$ cat src/pse_defines.svh
// Purpose: constants for the per-channel extreme and mean statistics block
// Assumes: APB register access, 32-bit words, one clock
// Notes:   offsets are byte addresses within a 4 KiB window
//
// Behaviour
// RULE_01: All statistics of all channels come from the same sample strobe in parallel.
// RULE_02: Each of the six channels has its own maximum, minimum and mean register.
// RULE_03: Every statistic covers the measurement period the block reports.
// RULE_04: A software-set symmetric input span scales every code to plus/minus that span.
// RULE_05: The maximum is a 12-bit offset-binary code in bits 15:4, bits 3:0 reserved.
// RULE_06: Maximum code is (peak plus span) over twice the span, times 4096.
// RULE_07: The minimum is a 12-bit offset-binary code in bits 15:4, bits 3:0 reserved.
// RULE_08: Minimum code is (lowest plus span) over twice the span, times 4096.
// RULE_09: The mean is a full 16-bit offset-binary code in bits 15:0.
// RULE_10: Mean code is (mean sample plus span) over twice the span, times 65536.
// RULE_11: At period end all registers update together, then trackers and sums restart; here registers update after conversion, skipping closes while busy.
// RULE_12: Codes outside the representable range saturate at the lowest or highest code.
`ifndef PSE_DEFINES_SVH
`define PSE_DEFINES_SVH

`define PSE_CHANNELS        6
`define PSE_SAMPLE_W        16
`define PSE_PERIOD_W        16
`define PSE_OP_W            36
`define PSE_FRAC_BITS       16
`define PSE_RESERVED_LSBS   4

`define PSE_ADDR_SPAN       12'h000
`define PSE_ADDR_PERIOD_LEN 12'h004
`define PSE_ADDR_STATUS     12'h008
`define PSE_ADDR_PERIOD_RES 12'h00C
`define PSE_ADDR_PEAK_HIGH  12'h040
`define PSE_ADDR_PEAK_LOW   12'h060
`define PSE_ADDR_MEAN       12'h080

`define PSE_STATUS_VALID    0
`define PSE_STATUS_OVERRUN  1
`define PSE_STATUS_BUSY     2

`define PSE_RST_SPAN        16'h7FFF
`define PSE_RST_PERIOD_LEN  16'h0400

`endif

$ cat src/pse_pkg.sv
// Purpose: shared types of the statistics block
// Assumes: pse_defines.svh supplies widths
// Notes:   none
`include "pse_defines.svh"

package pse_pkg;

	// six simultaneous two's-complement samples, channel 0 in the low word
	typedef struct packed
	{
		logic [`PSE_CHANNELS-1:0][`PSE_SAMPLE_W-1:0] value;
	} pse_samples_t;

	// divider operands for one result
	typedef struct packed
	{
		logic [`PSE_OP_W-1:0] num;
		logic [`PSE_OP_W-1:0] den;
		logic                 sat_low;
		logic                 sat_high;
	} pse_div_op_t;

	typedef enum logic [1:0]
	{
		st_idle,
		st_run,
		st_commit
	} pse_state_t;

endpackage

$ cat src/pse_phase_stats.sv
// Purpose: per-channel maximum, minimum and mean over a sample-counted period
// Assumes: samples and strobe come from logic on clk; APB slave on clk
// Notes:   one shared serial divider converts all 18 results after each period that closes while it is idle
//
// Chosen here: the address map and the APB slave port.
`timescale 1ns/10ps
`include "pse_defines.svh"

module pse_phase_stats
#(
	parameter int PERIOD_W = `PSE_PERIOD_W
)
(
	input  wire logic                   clk,
	input  wire logic                   rst,
	input  wire pse_pkg::pse_samples_t  samples,
	input  wire logic                   sample_valid,
	input  wire logic                   psel,
	input  wire logic                   penable,
	input  wire logic                   pwrite,
	input  wire logic [11:0]            paddr,
	input  wire logic [31:0]            pwdata,
	output logic      [31:0]            prdata,
	output logic                        pready,
	output logic                        pslverr,
	output logic                        results_ready
);

	localparam int CH    = `PSE_CHANNELS;
	localparam int SW    = `PSE_SAMPLE_W;
	localparam int OW    = `PSE_OP_W;
	localparam int FB    = `PSE_FRAC_BITS;
	localparam int SUM_W = SW + PERIOD_W;

	// software settings
	logic        [SW-1:0]       input_span_setting;
	logic        [PERIOD_W-1:0] period_len;
	logic                       overrun;
	logic                       results_valid;

	// running trackers
	logic signed [SW-1:0]       run_max [CH];
	logic signed [SW-1:0]       run_min [CH];
	logic signed [SUM_W-1:0]    run_sum [CH];
	logic        [PERIOD_W-1:0] sample_cnt;
	logic signed [SW-1:0]       next_max [CH];
	logic signed [SW-1:0]       next_min [CH];
	logic signed [SUM_W-1:0]    next_sum [CH];
	logic        [PERIOD_W-1:0] len_eff;
	logic                       period_end;

	// snapshot of a closed period
	logic signed [SW-1:0]       snap_max [CH];
	logic signed [SW-1:0]       snap_min [CH];
	logic signed [SUM_W-1:0]    snap_sum [CH];
	logic        [PERIOD_W-1:0] snap_n;
	logic        [SW-1:0]       snap_span;
	logic                       take_snap;

	// conversion engine
	pse_pkg::pse_state_t        state;
	logic        [1:0]          job_kind;
	logic        [2:0]          job_ch;
	logic        [4:0]          step;
	logic        [OW:0]         rem;
	logic        [OW-1:0]       den;
	logic        [FB-1:0]       quot;
	logic                       sat_lo;
	logic                       sat_hi;
	logic signed [OW-1:0]       sel_val;
	pse_pkg::pse_div_op_t       cur_op;
	logic        [OW:0]         shifted;
	logic                       q_bit;
	logic        [OW:0]         next_rem;
	logic        [FB-1:0]       next_quot;
	logic        [FB-1:0]       job_code;

	// staged and published results
	logic        [15:0]         stage_high [CH];
	logic        [15:0]         stage_low  [CH];
	logic        [15:0]         stage_mean [CH];
	logic        [15:0]         peak_high  [CH];
	logic        [15:0]         peak_low   [CH];
	logic        [15:0]         mean_level_result [CH];
	logic        [PERIOD_W-1:0] period_result;

	// bus decode
	logic                       apb_access;
	logic                       apb_commit;
	logic        [31:0]         rd_data;
	logic                       rd_err;
	logic        [3:0]          idx_high;
	logic        [3:0]          idx_low;
	logic        [3:0]          idx_mean;

	// scaled operands: numerator (value plus offset) and denominator twice the scale
	function automatic pse_pkg::pse_div_op_t job_operands
	(
		input logic                       is_mean,
		input logic signed [OW-1:0]       val,
		input logic        [PERIOD_W-1:0] n,
		input logic        [SW-1:0]       span
	);
		logic signed [OW-1:0] r;
		logic signed [OW-1:0] scale;
		logic signed [OW-1:0] num;
		pse_pkg::pse_div_op_t op;
		r = (span == '0) ? OW'(1) : $signed(OW'(span));
		// RULE_10: mean scales by count
		scale = is_mean ? OW'($signed(OW'(n)) * r) : r;
		num = val + scale;
		op.num = num;
		op.den = scale <<< 1;
		// RULE_12: saturation limits
		op.sat_low  = (num <= 0);
		op.sat_high = (num >= (scale <<< 1));
		return op;
	endfunction

	// final code with saturation and reserved low bits
	function automatic logic [15:0] code_of
	(
		input logic          is_mean,
		input logic          lo,
		input logic          hi,
		input logic [FB-1:0] q
	);
		logic [15:0] c;
		c = hi ? 16'hFFFF : (lo ? 16'h0000 : q);
		// RULE_05: low bits reserved
		if (!is_mean)
		begin
			c[`PSE_RESERVED_LSBS-1:0] = '0;
		end
		return c;
	endfunction

	// word index within a six-word group, F when outside it
	function automatic logic [3:0] group_index
	(
		input logic [11:0] addr,
		input logic [11:0] base
	);
		logic [11:0] diff;
		diff = addr - base;
		if (addr >= base && diff[1:0] == 2'h0 && diff[11:2] < 10'(CH))
		begin
			return diff[5:2];
		end
		return 4'hF;
	endfunction

	assign len_eff = (period_len == '0) ? PERIOD_W'(1) : period_len;

	// RULE_03: period closes on the counted sample
	assign period_end = sample_valid && (sample_cnt == len_eff - PERIOD_W'(1));
	assign take_snap  = period_end && (state == pse_pkg::st_idle);

	// next tracker values, first sample of a period seeds them
	always_comb
	begin
		for (int c = 0; c < CH; c++)
		begin
			// RULE_01: all channels in parallel
			if (sample_cnt == '0)
			begin
				next_max[c] = $signed(samples.value[c]);
				next_min[c] = $signed(samples.value[c]);
				next_sum[c] = SUM_W'($signed(samples.value[c]));
			end
			else
			begin
				next_max[c] = ($signed(samples.value[c]) > run_max[c]) ?
					$signed(samples.value[c]) : run_max[c];
				next_min[c] = ($signed(samples.value[c]) < run_min[c]) ?
					$signed(samples.value[c]) : run_min[c];
				next_sum[c] = run_sum[c] + SUM_W'($signed(samples.value[c]));
			end
		end
	end

	// RULE_02: one tracker set per channel
	always_ff @(posedge clk)
	begin
		if (rst)
		begin
			sample_cnt <= '0;
			for (int c = 0; c < CH; c++)
			begin
				run_max[c] <= '0;
				run_min[c] <= '0;
				run_sum[c] <= '0;
			end
		end
		else if (sample_valid)
		begin
			// RULE_11: restart after period end
			sample_cnt <= period_end ? '0 : sample_cnt + PERIOD_W'(1);
			for (int c = 0; c < CH; c++)
			begin
				run_max[c] <= next_max[c];
				run_min[c] <= next_min[c];
				run_sum[c] <= next_sum[c];
			end
		end
	end

	// snapshot of the closed period, taken only while the engine is free
	always_ff @(posedge clk)
	begin
		if (rst)
		begin
			snap_n    <= PERIOD_W'(1);
			snap_span <= `PSE_RST_SPAN;
			for (int c = 0; c < CH; c++)
			begin
				snap_max[c] <= '0;
				snap_min[c] <= '0;
				snap_sum[c] <= '0;
			end
		end
		else if (take_snap)
		begin
			snap_n    <= len_eff;
			// RULE_04: span sampled for the batch
			snap_span <= input_span_setting;
			for (int c = 0; c < CH; c++)
			begin
				snap_max[c] <= next_max[c];
				snap_min[c] <= next_min[c];
				snap_sum[c] <= next_sum[c];
			end
		end
	end

	// operand select for the current job
	always_comb
	begin
		if (job_kind == 2'd0)
		begin
			sel_val = OW'(snap_max[job_ch]);
		end
		else if (job_kind == 2'd1)
		begin
			sel_val = OW'(snap_min[job_ch]);
		end
		else
		begin
			sel_val = OW'(snap_sum[job_ch]);
		end
		cur_op = job_operands(job_kind == 2'd2, sel_val, snap_n, snap_span);
	end

	// one restoring-division step of the fraction num/den
	always_comb
	begin
		shifted   = {rem[OW-1:0], 1'b0};
		q_bit     = (shifted >= {1'b0, den});
		next_rem  = q_bit ? shifted - {1'b0, den} : shifted;
		next_quot = {quot[FB-2:0], q_bit};
		// RULE_06: max code from fraction
		// RULE_08: min code likewise
		job_code  = code_of(job_kind == 2'd2, sat_lo, sat_hi, next_quot);
	end

	// conversion sequencer: load, sixteen steps, store, next job
	always_ff @(posedge clk)
	begin
		if (rst)
		begin
			state    <= pse_pkg::st_idle;
			job_kind <= '0;
			job_ch   <= '0;
			step     <= '0;
			rem      <= '0;
			den      <= '0;
			quot     <= '0;
			sat_lo   <= 1'b0;
			sat_hi   <= 1'b0;
		end
		else
		begin
			case (state)
				pse_pkg::st_idle:
				begin
					if (take_snap)
					begin
						state    <= pse_pkg::st_run;
						job_kind <= '0;
						job_ch   <= '0;
						step     <= '0;
					end
				end
				pse_pkg::st_run:
				begin
					if (step == 5'd0)
					begin
						sat_lo <= cur_op.sat_low;
						sat_hi <= cur_op.sat_high;
						rem    <= (cur_op.sat_low || cur_op.sat_high) ? '0 : {1'b0, cur_op.num};
						den    <= cur_op.den;
						quot   <= '0;
						step   <= 5'd1;
					end
					else
					begin
						rem  <= next_rem;
						quot <= next_quot;
						if (step == 5'(FB))
						begin
							step <= '0;
							if (job_ch == 3'(CH - 1))
							begin
								job_ch   <= '0;
								job_kind <= job_kind + 2'd1;
								if (job_kind == 2'd2)
								begin
									state <= pse_pkg::st_commit;
								end
							end
							else
							begin
								job_ch <= job_ch + 3'd1;
							end
						end
						else
						begin
							step <= step + 5'd1;
						end
					end
				end
				default:
				begin
					state <= pse_pkg::st_idle;
				end
			endcase
		end
	end

	// staging of finished codes
	always_ff @(posedge clk)
	begin
		if (rst)
		begin
			for (int c = 0; c < CH; c++)
			begin
				stage_high[c] <= '0;
				stage_low[c]  <= '0;
				stage_mean[c] <= '0;
			end
		end
		else if (state == pse_pkg::st_run && step == 5'(FB))
		begin
			if (job_kind == 2'd0)
			begin
				stage_high[job_ch] <= job_code;
			end
			else if (job_kind == 2'd1)
			begin
				// RULE_07: same 12-bit layout
				stage_low[job_ch] <= job_code;
			end
			else
			begin
				// RULE_09: full 16-bit mean
				stage_mean[job_ch] <= job_code;
			end
		end
	end

	// RULE_11: publish all at once
	always_ff @(posedge clk)
	begin
		if (rst)
		begin
			results_ready <= 1'b0;
			results_valid <= 1'b0;
			period_result <= '0;
			for (int c = 0; c < CH; c++)
			begin
				peak_high[c]         <= 16'h0000;
				peak_low[c]          <= 16'h0000;
				mean_level_result[c] <= 16'h0000;
			end
		end
		else
		begin
			results_ready <= (state == pse_pkg::st_commit);
			if (state == pse_pkg::st_commit)
			begin
				results_valid <= 1'b1;
				period_result <= snap_n;
				for (int c = 0; c < CH; c++)
				begin
					peak_high[c]         <= stage_high[c];
					peak_low[c]          <= stage_low[c];
					mean_level_result[c] <= stage_mean[c];
				end
			end
		end
	end

	assign apb_access = psel && penable;
	assign apb_commit = apb_access && pready && pwrite && !pslverr;

	// read decode
	always_comb
	begin
		idx_high = group_index(paddr, `PSE_ADDR_PEAK_HIGH);
		idx_low  = group_index(paddr, `PSE_ADDR_PEAK_LOW);
		idx_mean = group_index(paddr, `PSE_ADDR_MEAN);
		rd_data  = 32'h0000_0000;
		rd_err   = 1'b0;
		if (paddr == `PSE_ADDR_SPAN)
		begin
			rd_data = 32'(input_span_setting);
		end
		else if (paddr == `PSE_ADDR_PERIOD_LEN)
		begin
			rd_data = 32'(period_len);
		end
		else if (paddr == `PSE_ADDR_STATUS)
		begin
			rd_data[`PSE_STATUS_VALID]   = results_valid;
			rd_data[`PSE_STATUS_OVERRUN] = overrun;
			rd_data[`PSE_STATUS_BUSY]    = (state != pse_pkg::st_idle);
		end
		else if (paddr == `PSE_ADDR_PERIOD_RES)
		begin
			rd_data = 32'(period_result);
		end
		else if (idx_high != 4'hF)
		begin
			rd_data = {16'h0000, peak_high[idx_high[2:0]]};
		end
		else if (idx_low != 4'hF)
		begin
			rd_data = {16'h0000, peak_low[idx_low[2:0]]};
		end
		else if (idx_mean != 4'hF)
		begin
			rd_data = {16'h0000, mean_level_result[idx_mean[2:0]]};
		end
		else
		begin
			rd_err = 1'b1; // unmapped
		end
	end

	// apb answer: one wait state, registered data
	always_ff @(posedge clk)
	begin
		if (rst)
		begin
			pready  <= 1'b0;
			pslverr <= 1'b0;
			prdata  <= 32'h0000_0000;
		end
		else if (apb_access && !pready)
		begin
			pready  <= 1'b1;
			pslverr <= rd_err;
			prdata  <= pwrite ? 32'h0000_0000 : rd_data;
		end
		else
		begin
			pready  <= 1'b0;
			pslverr <= 1'b0;
		end
	end

	// RULE_04: span and period writable
	always_ff @(posedge clk)
	begin
		if (rst)
		begin
			input_span_setting <= `PSE_RST_SPAN;
			period_len         <= PERIOD_W'(`PSE_RST_PERIOD_LEN);
		end
		else if (apb_commit && paddr == `PSE_ADDR_SPAN)
		begin
			input_span_setting <= pwdata[SW-1:0];
		end
		else if (apb_commit && paddr == `PSE_ADDR_PERIOD_LEN)
		begin
			period_len <= pwdata[PERIOD_W-1:0];
		end
	end

	// overrun flag: set wins over write-one-to-clear
	always_ff @(posedge clk)
	begin
		if (rst)
		begin
			overrun <= 1'b0;
		end
		else if (period_end && state != pse_pkg::st_idle)
		begin
			overrun <= 1'b1;
		end
		else if (apb_commit && paddr == `PSE_ADDR_STATUS && pwdata[`PSE_STATUS_OVERRUN])
		begin
			overrun <= 1'b0;
		end
	end

endmodule

$ cat config.mk
export PLATFORM = sky130hd
export DESIGN_NAME = pse_phase_stats
export DESIGN_NICKNAME = d
export VERILOG_FILES = /design/src/pse_pkg.sv /design/src/pse_phase_stats.sv
export VERILOG_INCLUDE_DIRS = /design/src
export SDC_FILE = /design/constraint.sdc
export NUM_CORES = 2
export LEC_CHECK = 0
export BUFFER_PORTS_ARGS = -buffer_cell sky130_fd_sc_hd__buf_4
export CAP_MARGIN = 10
export CORE_MARGIN = 4
export CORE_UTILIZATION = 35
export DETAILED_ROUTE_END_ITERATION = 7
export SETUP_SLACK_MARGIN = 0.05
export SYNTH_ARGS = -nofsm -noshare
export SYNTH_HDL_FRONTEND = slang
export SYNTH_SLANG_ARGS = --single-unit
$ cat constraint.sdc
create_clock -name clk -period 23.4 [get_ports clk]
set_input_delay 2.34 -clock clk [delete_from_list [all_inputs] [get_ports clk]]
set_output_delay 2.34 -clock clk [all_outputs]
set_load 0.03 [all_outputs]
==> flow_summary.yaml <==
sta:
  max_freq_mhz: 87.4
  rsz0062_at_grt: "false"
  fin_crit_ps: 11440
  worst_slew_pin_slew_ps: 1260
  setup_viol: 0
  whs_ps: 457
  finalHoldViolCount: 0
  slew_headroom: 0.161
  post-route-period-util: 0.489
  setup_tns_ps: 0
  slew_viol_final: 0
  fin_skew_ps: 91.7
clocking:
  clock_latency_ps: 870
  cts_root_buffer: "clkbuf_16"
  htreeDepth: 4
  post_cts_buffers: 0
  cts_buffers: 173
  cts_tree: "yes"
  cts_hold_buf: 0
  cts_resized: 0
  cts_buffer_depth: 3
  clock-sinks: 1561
  clkTransAtPathRegs_ps: 60
worst_setup_path:
  crit_path_top_delay_cell: "dfxtp_1"
  crit_top_cell: "fa_1"
  regToRegStartpoint: "snap_span[10]"
  required_ps: 24110
  worst_path_largest_cell_delay_ps: 970
  arrival_ps: 12150
  startpoint: "snap_span[10]"
  crit_fanout: 20
  end_kind: "flop"
  crit_type: "flop to flop"
  crit_path_start_kind: "flop"
power:
  power_density_nw_per_um2: 66.0
  p_leak_nw: 40.3
  peakVddDrop_uv: 80.8
logic_synthesis:
  synth-seq-area-share: 0.478
  synth_cells: 8929
  synth_flop_cell: "edfxtp_1"
  netlist_area_um2: 93500
  postSynthAreaPerCell_um2: 10.5
  yosys_warnings: 0
  ys_ff_latch: 1561
  synth_edf_count: 1344
  yosysUniqueCellTypes: 94
  ys_async_sr_fraction: 0
job:
  cap_viol_max_count: 0
min_path:
  hp-class: "flop to flop"
  min-delay-start: "den[31]"
global_routing:
  grt_pass1_wl_um: 402000
  grt_max_degree: 149
  antenna_found_initial: 12
  grt_usage: 0.185
  grt_pass1_vias: 66900
  grt_overflow: 0
drt:
  wl_um: 260000
  vias_per_cell: 5.35
  route.vias.total: 67100
  wl_per_cell_um: 20.7
  drtAntennaViolNets: 0
  drc: 0
  first_iter_violations: 5680
  dr.pass1.iters: 6
placement:
  port_buffers: 148
  place_congestion: 0.861
  hpwl_um: 180000
layout:
  syn2layout_area_growth_pct: 11.1
  drive_above_1_share: 0.0784
  mostFrequentLayoutCells: "1,344 x edfxtp_1, 1,333 x nor2_1, 616 x inv_1"
  final_common_cell: "edfxtp_1"
  fin_nets: 9795
  top_regs: "run_sum (192), snap_sum (192)"
die:
  core.rowCount: 189
  die_height_um: 525
  fp.dieW_um: 525
  coreArea_um2: 266000
  die-area_um2: 275000
  start_util: 0.352
  io_pins: 181
status:
  status: "finished clean"
-- synthesized netlist by cell type (78+ instances only) --
cell / instances / share of area
edfxtp_1: 1344 / 0.43
nor2_1: 1337 / 0.054
inv_1: 618 / 0.025
ha_1: 586 / 0.078
a21oi_1: 546 / 0.029
nand2_1: 536 / 0.022
and2_1: 419 / 0.028
o21ai_0: 364 / 0.019
clkbuf_1: 362 / 0.015
mux2i_1: 341 / 0.037
dfxtp_1: 217 / 0.046
nor3_1: 209 / 0.011
fa_1: 202 / 0.043
a21o_1: 161 / 0.013
nor2b_1: 146 / 0.0098
xnor2_1: 141 / 0.013
xor2_1: 117 / 0.011
a211oi_1: 114 / 0.0092
nand3_1: 95 / 0.0051
mux4_2: 91 / 0.022
nand2b_1: 78 / 0.0052
-- cell type report --
type                            count  area (um2)
Timing Repair Buffer              238        1850
Sequential cell                  1561       44700
Inverter                          619        2340
Multi-Input combinational cell   6268       44600
Clock buffer                      207        4510
Antenna cell                        7        17.5
Tap cell                         3533        4420
Clock inverter                    116        1310
Fill cell                       25600      162000
-- final timing paths --
kind | endpoint | depth (start not counted) | slack (ps)
setup / recovery | rem[22] | 42 | 11960
hold / removal | den[31] | 2 | 460
setup reg to reg | rem[22] | 42 | 11960
hold reg to reg | den[31] | 2 | 460
-- cell families (layout without fill, tap and decap cells) --
kind of cell             count (synthesis)  after routing  synth area share
AO/OA/AOI/OAI                         1708           1708             0.116
XOR/XNOR                               258            258            0.0242
adder cells (fa/ha/maj)                788            788             0.122
buffers and inverters                 1115           1180            0.0466
flip-flops                            1561           1561             0.478
multiplexers                           466            466            0.0625
other                                    1             23         0.0000401
AND/OR/NAND/NOR                       3032           3032             0.150
-- per-layer routing --
| layer | wire (um) | up-vias | global-route usage |
|---|---|---|---|
| li1 | - | 31500 | - |
| met1 | 115000 | 33300 | 0.250 |
| met2 | 124000 | 1998 | 0.308 |
| met3 | 14800 | 353 | 0.0254 |
| met4 | 7020 | 2 | 0.0526 |
| met5 | 20 | - | 0 |
-- where the power goes --
group,leakage (nW),internal (mW),switching [mW]
Sequential,15.6,3.15,0.0445
Combinational,21.9,0.330,0.557
Clock,2.78,1.55,1.22
Total,40.3,5.04,1.82
-- through the flow --
| stage | instances | utilization | instance area [um2] | setup slack [ps] | total power [mW] |
|---|---|---|---|---|---|
| 3_3_place_gp | 12200 | 0.369 | 98000 | 12140 | 4.11 |
| 6_report | 12500 | 0.391 | 104000 | 11960 | 6.86 |
| 5_1_grt | 12500 | 0.391 | 104000 | 11260 | 7.13 |
| 3_5_place_dp | 12200 | 0.369 | 98000 | 12020 | 4.13 |
| 2_1_floorplan | 8944 | - | 93500 | 11650 | 3.89 |
| 4_1_cts | 12500 | 0.391 | 104000 | 11950 | 6.90 |
-- critical path: cells and delay by family, from the launching register on --
kind,cells,cell delay [ps]
compound gates,18,3750
xor+xnor,2,370
fa+ha+maj,9,4070
buf+inv,4,270
flops,1,970
simple gates,9,1920
(Power assumes the default switching activity.)
